File: config.mk
export PLATFORM = sky130hd
export DESIGN_NAME = tpsmr_router
export DESIGN_NICKNAME = d
export VERILOG_FILES = /design/src/rtl/tpsmr_pkg.sv /design/src/rtl/tpsmr_router.sv
export SDC_FILE = /design/constraint.sdc
export NUM_CORES = 1
export LEC_CHECK = 0
export BUFFER_PORTS_ARGS = -buffer_cell sky130_fd_sc_hd__clkbuf_2
export CORE_AREA = 2 2 240 242
export CTS_BUF_LIST = sky130_fd_sc_hd__clkbuf_4
export DETAILED_ROUTE_END_ITERATION = 7
export DIE_AREA = 0 0 242 244
export GPL_ROUTABILITY_DRIVEN = 0
export SLEW_MARGIN = 0
export SYNTH_ARGS = -nofsm -noshare
export SYNTH_HDL_FRONTEND = slang
export SYNTH_SLANG_ARGS = --single-unit
export TNS_END_PERCENT = 20
File: constraint.sdc
create_clock -name pclk -period 2.7 [get_ports pclk]
set_input_delay 0.135 -clock pclk [delete_from_list [all_inputs] [get_ports pclk]]
set_output_delay 0.135 -clock pclk [all_outputs]
set_load 0.1 [all_outputs]
File: src/rtl/tpsmr_pkg.sv
// Constants and types of the ten-port stream merge router.
// Assumes a single pclk domain and an APB register slave with 32-bit data.
package tpsmr_pkg;

  // ****************************************************************
  // Stream geometry
  // ****************************************************************
  localparam int NUM_PORTS = 10;
  localparam int WORD_W = 24;
  localparam int SLOT_W = 7;
  localparam logic [SLOT_W-1:0] AUDIO_SLOTS = 7'h40;
  localparam logic [SLOT_W-1:0] CTRL_CHANNELS = 7'h0E;
  localparam logic [SLOT_W-1:0] LAST_SLOT = 7'h4D;
  localparam logic [SLOT_W-1:0] SLOT_RST = 7'h00;

  // ****************************************************************
  // Register map
  // ****************************************************************
  localparam int ADDR_W = 12;
  localparam logic [ADDR_W-1:0] REG_CTRL = 12'h000;
  localparam logic [ADDR_W-1:0] REG_STATUS = 12'h004;
  localparam int CTRL_ADVANCE_BIT = 0;
  localparam int STATUS_MANUAL_BIT = 0;
  localparam int STATUS_PRESET_LSB = 1;
  localparam int STATUS_RED_BIT = 4;
  localparam int STATUS_ACTIVE_LSB = 16;

  // ****************************************************************
  // Routing presets
  // ****************************************************************
  typedef enum logic [2:0] {
    TPSMR_PRESET_A = 3'h1,
    TPSMR_PRESET_B = 3'h2,
    TPSMR_PRESET_C = 3'h4
  } tpsmr_preset_t;

  localparam tpsmr_preset_t PRESET_RST = TPSMR_PRESET_A;

endpackage

File: src/rtl/tpsmr_router.sv
// Routing core of a ten-port stream merge hub with APB status and control.
// Assumes receive streams arrive on pclk, slot-aligned to slot_idx;
// the mode line and the button are asynchronous pins.
//
// Behaviour
// - Auto mode: all ports feed the merge, all ports send it.
// - Preset A: merge all ports, send merged stream on all ten ports.
// - Preset B: merge ports 1-9 audio, send only on port 10.
// - Preset B: port 10 received stream goes out on ports 1-9.
// - Preset C: merge ports 1-8, send on ports 8-10.
// - Preset C: port 8 feeds the merge and gets the whole merge back.
// - Preset C: ports 9 and 10 feed ports 1-7 as redundant path.
// - Mode comes from the network master; auto indicator lit in auto.
// - Manual mode lights manual indicator and selected preset indicator.
// - Exactly one preset is selected at all times, also after reset.
// - Each button press steps preset A, B, C, A; used in manual.
// - Port activity indicator follows valid stream on that receive side.
// - Fourteen control channels have own slots, merged with audio.
// - Preset B still merges and distributes control channels of all ports.
// - Auto merge offers 64 audio slots reachable from every port.
// - Manual mode carries a 64-slot stream in each direction.
//
// Our own choices: the address map and the APB register port.
`timescale 1ns/1ps

module tpsmr_router
(
  // Clock and reset
  input wire logic pclk,
  input wire logic presetn,
  // APB slave
  input wire logic psel,
  input wire logic penable,
  input wire logic pwrite,
  input wire logic [11:0] paddr,
  input wire logic [31:0] pwdata,
  output logic [31:0] prdata,
  output logic pready,
  output logic pslverr,
  // Network mode and local button pins
  input wire logic net_manual,
  input wire logic cfg_button,
  // Receive side of the ten ports
  input wire logic [9:0] rx_valid,
  input wire logic [9:0] rx_occ,
  input wire logic [9:0][23:0] rx_data,
  // Transmit side of the ten ports
  output logic [6:0] slot_idx,
  output logic tx_sof,
  output logic [6:0] tx_slot,
  output logic [9:0] tx_occ,
  output logic [9:0][23:0] tx_data,
  // Indicators
  output logic led_auto,
  output logic led_manual,
  output logic [2:0] led_preset,
  output logic [9:0] led_active
);

  // ****************************************************************
  // Functions
  // ****************************************************************
  // Lowest contributing port that occupies the slot wins it
  function automatic logic [24:0] merge_slot(input logic [9:0] mask, input logic [9:0] occ,
                                            input logic [9:0][23:0] data);
    logic [24:0] r;
    r = 25'h0000000;
    for (int i = 9; i >= 0; i--)
    begin
      if (mask[i] && occ[i])
      begin
        r = {1'b1, data[i]};
      end
    end
    return r;
  endfunction

  function automatic tpsmr_pkg::tpsmr_preset_t step_preset(input tpsmr_pkg::tpsmr_preset_t p);
    tpsmr_pkg::tpsmr_preset_t n;
    n = tpsmr_pkg::TPSMR_PRESET_A;
    unique case (p)
      tpsmr_pkg::TPSMR_PRESET_A: n = tpsmr_pkg::TPSMR_PRESET_B;
      tpsmr_pkg::TPSMR_PRESET_B: n = tpsmr_pkg::TPSMR_PRESET_C;
      tpsmr_pkg::TPSMR_PRESET_C: n = tpsmr_pkg::TPSMR_PRESET_A;
      default: n = tpsmr_pkg::TPSMR_PRESET_A;
    endcase
    return n;
  endfunction

  // ****************************************************************
  // Pin synchronisers
  // ****************************************************************
  logic mode_meta;
  logic manual_q;
  logic btn_meta;
  logic btn_q;
  logic btn_prev;

  always_ff @(posedge pclk or negedge presetn)
  begin
    if (!presetn)
    begin
      mode_meta <= 1'b0;
      manual_q <= 1'b0;
      btn_meta <= 1'b0;
      btn_q <= 1'b0;
      btn_prev <= 1'b0;
    end
    else
    begin
      mode_meta <= net_manual;
      manual_q <= mode_meta;
      btn_meta <= cfg_button;
      btn_q <= btn_meta;
      btn_prev <= btn_q;
    end
  end

  // ****************************************************************
  // APB slave
  // ****************************************************************
  logic apb_done;
  logic apb_adv;
  logic [31:0] status_word;
  tpsmr_pkg::tpsmr_preset_t preset;
  logic red_p10;
  assign apb_done = psel && penable && pready;
  assign apb_adv = apb_done && pwrite && (paddr == tpsmr_pkg::REG_CTRL) &&
                   pwdata[tpsmr_pkg::CTRL_ADVANCE_BIT];

  always_comb
  begin
    status_word = 32'h00000000;
    status_word[tpsmr_pkg::STATUS_MANUAL_BIT] = manual_q;
    status_word[tpsmr_pkg::STATUS_PRESET_LSB +: 3] = preset;
    status_word[tpsmr_pkg::STATUS_RED_BIT] = red_p10;
    status_word[tpsmr_pkg::STATUS_ACTIVE_LSB +: 10] = rx_valid;
  end

  // One wait state: answer in the cycle after the access phase starts
  always_ff @(posedge pclk or negedge presetn)
  begin
    if (!presetn)
    begin
      pready <= 1'b0;
      prdata <= 32'h00000000;
      pslverr <= 1'b0;
    end
    else
    begin
      pready <= psel && penable && !pready;
      if (psel && penable && !pready)
      begin
        prdata <= (!pwrite && paddr == tpsmr_pkg::REG_STATUS) ? status_word : 32'h00000000;
        pslverr <= (paddr != tpsmr_pkg::REG_CTRL) && (paddr != tpsmr_pkg::REG_STATUS);
      end
    end
  end

  // ****************************************************************
  // Preset selection
  // ****************************************************************
  logic advance;
  assign advance = (btn_q && !btn_prev) || apb_adv;

  always_ff @(posedge pclk or negedge presetn)
  begin
    if (!presetn)
    begin
      preset <= tpsmr_pkg::PRESET_RST;
    end
    else if (advance)
    begin
      preset <= step_preset(preset);
    end
  end

  // ****************************************************************
  // Frame timing
  // ****************************************************************
  logic is_ctrl;
  assign is_ctrl = slot_idx >= tpsmr_pkg::AUDIO_SLOTS;

  // Redundant source chosen before slot 0 so a frame never mixes sources
  always_ff @(posedge pclk or negedge presetn)
  begin
    if (!presetn)
    begin
      slot_idx <= tpsmr_pkg::SLOT_RST;
      red_p10 <= 1'b0;
    end
    else if (slot_idx == tpsmr_pkg::LAST_SLOT)
    begin
      slot_idx <= tpsmr_pkg::SLOT_RST;
      red_p10 <= !rx_valid[8];
    end
    else
    begin
      slot_idx <= slot_idx + 7'h01;
    end
  end

  // ****************************************************************
  // Merge and distribution
  // ****************************************************************
  logic [9:0] live_occ;
  logic [24:0] mrg_all;
  logic [24:0] mrg_19;
  logic [24:0] mrg_18;
  logic [24:0] p10_word;
  logic [24:0] red_word;
  logic [9:0][24:0] next_tx;

  assign live_occ = rx_occ & rx_valid;
  assign mrg_all = merge_slot(10'h3FF, live_occ, rx_data);
  assign mrg_19 = merge_slot(10'h1FF, live_occ, rx_data);
  assign mrg_18 = merge_slot(10'h0FF, live_occ, rx_data);
  assign p10_word = {live_occ[9], rx_data[9]};
  assign red_word = red_p10 ? p10_word : {live_occ[8], rx_data[8]};

  always_comb
  begin
    next_tx = {10{mrg_all}};
    if (manual_q)
    begin
      unique case (preset)
        tpsmr_pkg::TPSMR_PRESET_A: next_tx[0] = mrg_all;
        tpsmr_pkg::TPSMR_PRESET_B:
        begin
          if (!is_ctrl)
          begin
            next_tx[8:0] = {9{p10_word}};
            next_tx[9] = mrg_19;
          end
        end
        tpsmr_pkg::TPSMR_PRESET_C:
        begin
          next_tx[6:0] = {7{red_word}};
          next_tx[9:7] = {3{mrg_18}};
        end
      endcase
    end
  end

  always_ff @(posedge pclk or negedge presetn)
  begin
    if (!presetn)
    begin
      tx_occ <= 10'h000;
      tx_data <= '0;
      tx_slot <= tpsmr_pkg::SLOT_RST;
      tx_sof <= 1'b0;
    end
    else
    begin
      for (int p = 0; p < 10; p++)
      begin
        tx_occ[p] <= next_tx[p][24];
        tx_data[p] <= next_tx[p][23:0];
      end
      tx_slot <= slot_idx;
      tx_sof <= slot_idx == tpsmr_pkg::SLOT_RST;
    end
  end

  // ****************************************************************
  // Indicators
  // ****************************************************************
  always_ff @(posedge pclk or negedge presetn)
  begin
    if (!presetn)
    begin
      led_auto <= 1'b0;
      led_manual <= 1'b0;
      led_preset <= tpsmr_pkg::PRESET_RST;
      led_active <= 10'h000;
    end
    else
    begin
      led_auto <= !manual_q;
      led_manual <= manual_q;
      led_preset <= preset;
      led_active <= rx_valid;
    end
  end

  // ****************************************************************
  // Assertions
  // ****************************************************************
  logic [9:0][24:0] tx_chk;
  always_comb
  begin
    for (int p = 0; p < 10; p++)
    begin
      tx_chk[p] = {tx_occ[p], tx_data[p]};
    end
  end
  wire logic in_a = manual_q && preset == tpsmr_pkg::TPSMR_PRESET_A;
  wire logic in_b = manual_q && preset == tpsmr_pkg::TPSMR_PRESET_B;
  wire logic in_c = manual_q && preset == tpsmr_pkg::TPSMR_PRESET_C;
endmodule

=== Word-level counts from Yosys, hierarchy flattened ===
Index checks and enable logic that the tools add are counted.

* Register bits: 323
* Latch bits: 0
* Bits in writable memories: 0
* Memory bits (read-only): 0
* Bits of input ports: 311
* Output and inout port bits: 314
* Word-level logic and storage cells: 90
* Memories kept: 0

* Add/sub/neg operators: 1
* $mul: 0
* Divide/modulo/power cells: 0
* Magnitude comparators: 1
* Equality and inequality tests: 6
* Shift operators: 0
* Multiplexer cells: 35
* Bitwise gates (word level): 1
* Reduce and logical (&&, ||, !) cells: 18

{| class="wikitable"
|+ Operators by type and width
! cell !! number
|-
| 2-to-1 mux 25 bit || 28
|-
| 2-to-1 mux 250 bit || 2
|-
| one-hot mux 225 bit (2 select lines) || 1
|-
| one-hot mux 25 bit (3 select lines) || 1
|-
| 2-to-1 mux 26 bit || 1
|-
| equality test 12 x 3 -> 1 bit, second input constant || 1
|-
| zero test 12 bit || 1
|-
| inequality test 12 x 3 -> 1 bit, second input constant || 1
|-
| nonzero test 12 bit || 1
|-
| AND 10 bit || 1
|-
| logical AND 1 bit || 9
|-
| adder 7 x 1 -> 7 bit, second input constant || 1
|-
| equality test 7 bit, second input constant || 1
|-
| greater-or-equal comparator 7 bit, second input constant || 1
|-
| zero test 7 bit || 1
|-
| 2-to-1 mux 7 bit || 1
|-
| one-hot mux 3 bit (2 select lines) || 1
|-
| zero test 1 bit || 5
|-
| equality test 3 x 1 -> 1 bit, second input constant || 1
|-
| equality test 3 x 2 -> 1 bit, second input constant || 1
|-
| equality test 3 bit, second input constant || 1
|-
| logical OR 1 bit || 1
|}

=== Logic depth before layout (Yosys ltp) ===
* Word-level depth: 14
* Mapped depth: 9
* Depth with buffers taken out: 6

=== Worst setup path after synthesis ===
No wires, ideal clock.

* Kind: reg-to-reg
* Start: register pready
* End: register prdata[16]
* Library setup time: 69 ps
* Arrival time: 2,400 ps
* Required time: 2,631 ps
* Setup slack: 231 ps
* Cell stages (with the launch flop): 6
* Buffers on the path: 2
* Period minus slack after synthesis: 2,469 ps
* Path through: dfrtp_1 -> or2_2 -> clkbuf_1 -> nor4b_1 -> buf_2 -> a22o_1

* Longest elaborated chain between the ends: 2

{| class="wikitable"
|+ Ends and longest elaborated chain
! item !! RTL line !! text
|-
| from (decl) || tpsmr_router.sv:38 || <nowiki>output logic pready,</nowiki>
|-
| from (signal assigned) || tpsmr_router.sv:151 || <nowiki>pready <= psel && penable && !pready;</nowiki>
|-
| zero test 1 bit || tpsmr_router.sv:152 || <nowiki>if (psel && penable && !pready)</nowiki>
|-
| logical AND 1 bit || tpsmr_router.sv:152 ||
|-
| to (signal assigned) || tpsmr_router.sv:154 || <nowiki>prdata <= (!pwrite && paddr == tpsmr_pkg::REG_STATUS) ? status_word : 32'h00000000;</nowiki>
|-
| to (decl) || tpsmr_router.sv:37 || <nowiki>output logic [31:0] prdata,</nowiki>
|}

Every way passes these cells.
A chain may end at the register's enable or synchronous reset.

==> Flow_metrics.wiki <==
{| class="wikitable"
! Metric !! Value
|-
| Number of antenna violations at the first check in global routing || 21
|-
| Leading area contributor after synthesis || dfrtp_1
|-
| Internal portion of total power || 0.00499 W
|-
| H-Tree Level Count || 4
|-
| Fraction of post-synthesis cell area in the top cell type by area || 32.0%
|-
| TritonCTS clock tree || yes
|-
| Number of buffers inserted during clock tree synthesis || 17
|-
| Worst setup timing slack at the placement stage || 0.00799 ns
|-
| Seq. cell area || 0.00329 sq mm
|-
| Setup repair after global routing missed its margin || yes
|-
| Pleak || 7.28 nW
|-
| Number of register bits inferred by synthesis || 131
|-
| Starting DRC count in detailed routing || 1477
|-
| HPWL after DPL || 50000 um
|-
| Most used DFF post-synth || dfrtp_1
|-
| Synthesis warning total || 0
|-
| Area of the multi-input gates || 0.00512 sq mm
|-
| Post-detailed-route via-to-cell ratio || 5.11
|-
| Combinational cell fraction of total power || 74.7%
|-
| Core Region || 0.0562 sq mm
|-
| Setup Total Neg Slack || -0.221 ns
|-
| Post-synth EDFFs || 0
|-
| Remaining antenna violation count after routing || 0
|-
| Via count || 13500
|-
| Category of the worst setup path launch point || input pin
|-
| Largest cells by area after synthesis || dfrtp_1, buf_4, a21oi_1
|-
| Data arrival, critical path || 3.46 ns
|-
| Post-Syn Instances || 1219
|-
| Longest Clk Path Bufs || 2
|-
| Maximum clock frequency || 361 MHz
|-
| Tmin final || 2.77 ns
|-
| Power per unit of standard cell area || 1140 mW/mm^2
|-
| Clock Tree Root || clkbuf_4
|-
| Filler Cell Count || 5995
|-
| Global-route wire length before repair || 93100 um
|-
| Portion of the post-synthesis area used by sequential elements || 32.5%
|-
| Total routing usage reported by global routing || 22.2%
|-
| Final #Nets || 2167
|-
| Total Die Area || 0.0590 sq mm
|-
| Initial Util || 18.0%
|-
| Mean Syn Cell Area || 8.27 sq um
|-
| Final setup slack of the worst path || -0.0722 ns
|-
| Reg clk slew, reported paths || 0.19 ns
|-
| Worst-case headroom to the max-slew limit || 46.2%
|-
| Final routed DRC violation total || 0
|-
| Class of the worst hold path || input pin to flip-flop
|-
| I/O Pins || 625
|-
| Sw frac || 72.0%
|-
| Total number of clock tree sinks || 131
|-
| Worst Hold Margin || 0.125 ns
|-
| Number of setup violations in the final report || 6
|-
| Horizontal die dimension || 242 um
|-
| Layout-stage area growth over the synthesis result || 55.5%
|-
| Utilization after layout || 27.9%
|-
| Worst-margin pin slew || 0.806 ns
|-
| Distinct cells, synth || 70
|-
| Violations in the final reports || setup timing
|-
| Clock network power share || 9.7%
|-
| Sequential power share || 15.6%
|-
| Pin count of the biggest net entering global routing || 52
|-
| Number of port buffers || 576
|-
| Post-layout power || 0.0178 W
|-
| Clk_skew || 0.0389 ns
|-
| Number of max-slew violations in the final report || 0
|-
| Clk_lat worst skew || 0.76 ns
|-
| Fraction of layout instances using a drive strength above 1 || 40.2%
|-
| Part of the cycle the worst path needs || 103%
|-
| Summed instance area of the synthesized netlist || 0.0101 sq mm
|-
| Row count || 87
|-
| Number of max-capacitance violations reported || 0
|-
| Crit end category || flip-flop
|-
| Number of global-route vias before repair || 13300
|-
| Required arrival time at the worst endpoint || 3.39 ns
|-
| Die height || 244 um
|-
| Max FO, Critical Path || 32
|-
| Share of synthesized flip-flops with an asynchronous set or reset || 100%
|-
| Post-detailed-route wirelength per cell || 26.4 um
|-
| Number of iterations in the first detailed-routing pass || 8
|-
| Worst setup path class || input pin to flip-flop
|-
| Worst IR Drop VDD || 1.04 mV
|-
| NetSw || 0.0128 W
|-
| Grt ovf || 0
|-
| Total count of hold-check failures in the final report || 0
|-
| Status || finished, violations left
|-
| Detailed-route wire length || 69700 um
|}
==> placed cells by master (no fill, tap or decap), types with 14 or more instances in the layout <==
cell type      netlist  layout
a21o_1              19      19
a21oi_1             74      72
a22o_1              20      19
a22oi_1             32      32
a311oi_1            17      17
and3_1              18      18
buf_4              194      75
clkbuf_2             0     572
clkbuf_4             0      17
conb_1               1      17
dfrtp_1            129     127
dlygate4sd3_1        0     213
nand2_1             95      89
nand3_1             28      28
nand3b_1            44      44
nand4_1             14      14
nor2_1              82      82
nor3_1              36      36
nor4_1              20      19
o2111ai_1           18      18
o21ai_0             45      43
o22ai_1             33      33
o31ai_1             20      20
==> metal layers <==
layer	GRT usage (%)	wire (um)	up-vias	share of wire [%]
li1	-	-	5646	-
met1	25.7	26400	6327	38
met2	35.9	31700	1176	45
met3	6.80	7210	300	10
met4	13.8	4300	16	6.2
met5	0	106	-	0.15
==> sequential cells by signal, summed over array words and instances (netlist names) <==
name and count:
tx_data 72, prdata 15, led_active 10, slot_idx 7
tx_slot 7, led_preset 3, preset 3, tx_occ 3
btn_meta 1, btn_prev 1, btn_q 1, led_auto 1
led_manual 1, manual_q 1, mode_meta 1, pready 1
pslverr 1, red_p10 1, tx_sof 1
==> metrics by stage <==
step	instance area, sq um	cells
6_report	15700	2635
5_1_grt	15700	2629
4_1_cts	15400	2614
3_5_place_dp	12900	2367
3_3_place_gp	12900	2367
2_1_floorplan	10100	1235
==> kinds of logic after synthesis <==
family | after synthesis | share of synthesized area (%)
xor gates and xnor gates | 5 | 0.509
muxes | 6 | 0.645
and+or+nand+nor | 380 | 19.4
AOI/OAI and AO/OA | 398 | 27.9
buffers and inverters | 295 | 18.6
adders and majority gates | 3 | 0.372
other | 1 | 0.0372
DFF | 131 | 32.5
==> repair_timing <==
| item | 4_1_cts | 5_1_grt |
|---|---|---|
| endpoints found under the setup margin | 0 | 35 |
| endpoints found under the hold margin | 237 | 0 |
| hold buffers | 215 | 0 |
| resized for setup | 0 | 35 |
| buffers inserted | 0 | 5 |
==> critical path, cell delays in order <==
cell           delay, ns
dlygate4sd3_1       0.53
clkbuf_2            0.13
buf_4               0.20
and2_2              0.20
buf_12              0.17
a21oi_1             0.20
o31ai_1             0.11
dlygate4sd3_1       0.61
a21oi_4             0.19
nor3_1              0.08
dlygate4sd3_1       0.58
a221o_1             0.27
==> synthesized netlist by cell type, drive strengths merged (9+ instances only) <==
| library cell | n |
|---|---|
| a211oi | 12 |
| a21o | 19 |
| a21oi | 76 |
| a22o | 20 |
| a22oi | 32 |
| a311oi | 17 |
| a31oi | 10 |
| and2 | 10 |
| and3 | 18 |
| buf | 228 |
| clkbuf | 54 |
| dfrtp | 129 |
| inv | 13 |
| nand2 | 96 |
| nand3 | 28 |
| nand3b | 44 |
| nand4 | 14 |
| nor2 | 83 |
| nor3 | 36 |
| nor4 | 20 |
| o2111ai | 18 |
| o211ai | 12 |
| o21ai | 50 |
| o22ai | 33 |
| o311ai | 12 |
| o31ai | 21 |
| or4 | 9 |
==> layout make-up <==
type	instances	area share, %
antenna	13	0.207
clock buffer	17	0.814
clock inverter	15	1.28
inverter	13	0.311
multi-input combinational	809	32.6
sequential	131	21.0
tap	756	6.03
timing repair buffer	881	37.7
==> worst paths after layout <==
check	from	to	slack, ns	depth (start not counted)
worst max-delay path	rx_valid[0]	tx_data[229]	-0.07	12
worst min-delay path	rx_data[120]	tx_data[216]	0.12	6
worst max register to register	preset[1]	tx_data[178]	0.11	7
worst min register to register	btn_meta	btn_q	0.38	0
max in group asynchronous	presetn	tx_data[35]	1.79	4
min in group asynchronous	presetn	prdata[3]	0.50	4
==> power by group through the flow <==
stage	clock, W	sequential (W)	combinational (W)
2_1_floorplan	0	0.00513	0.00906
3_3_place_gp	0	0.00285	0.0127
3_5_place_dp	0	0.00287	0.0127
4_1_cts	0.00181	0.00283	0.0131
5_1_grt	0.00187	0.00285	0.0136
6_report	0.00173	0.00279	0.0133
(Power assumes the default switching activity.)
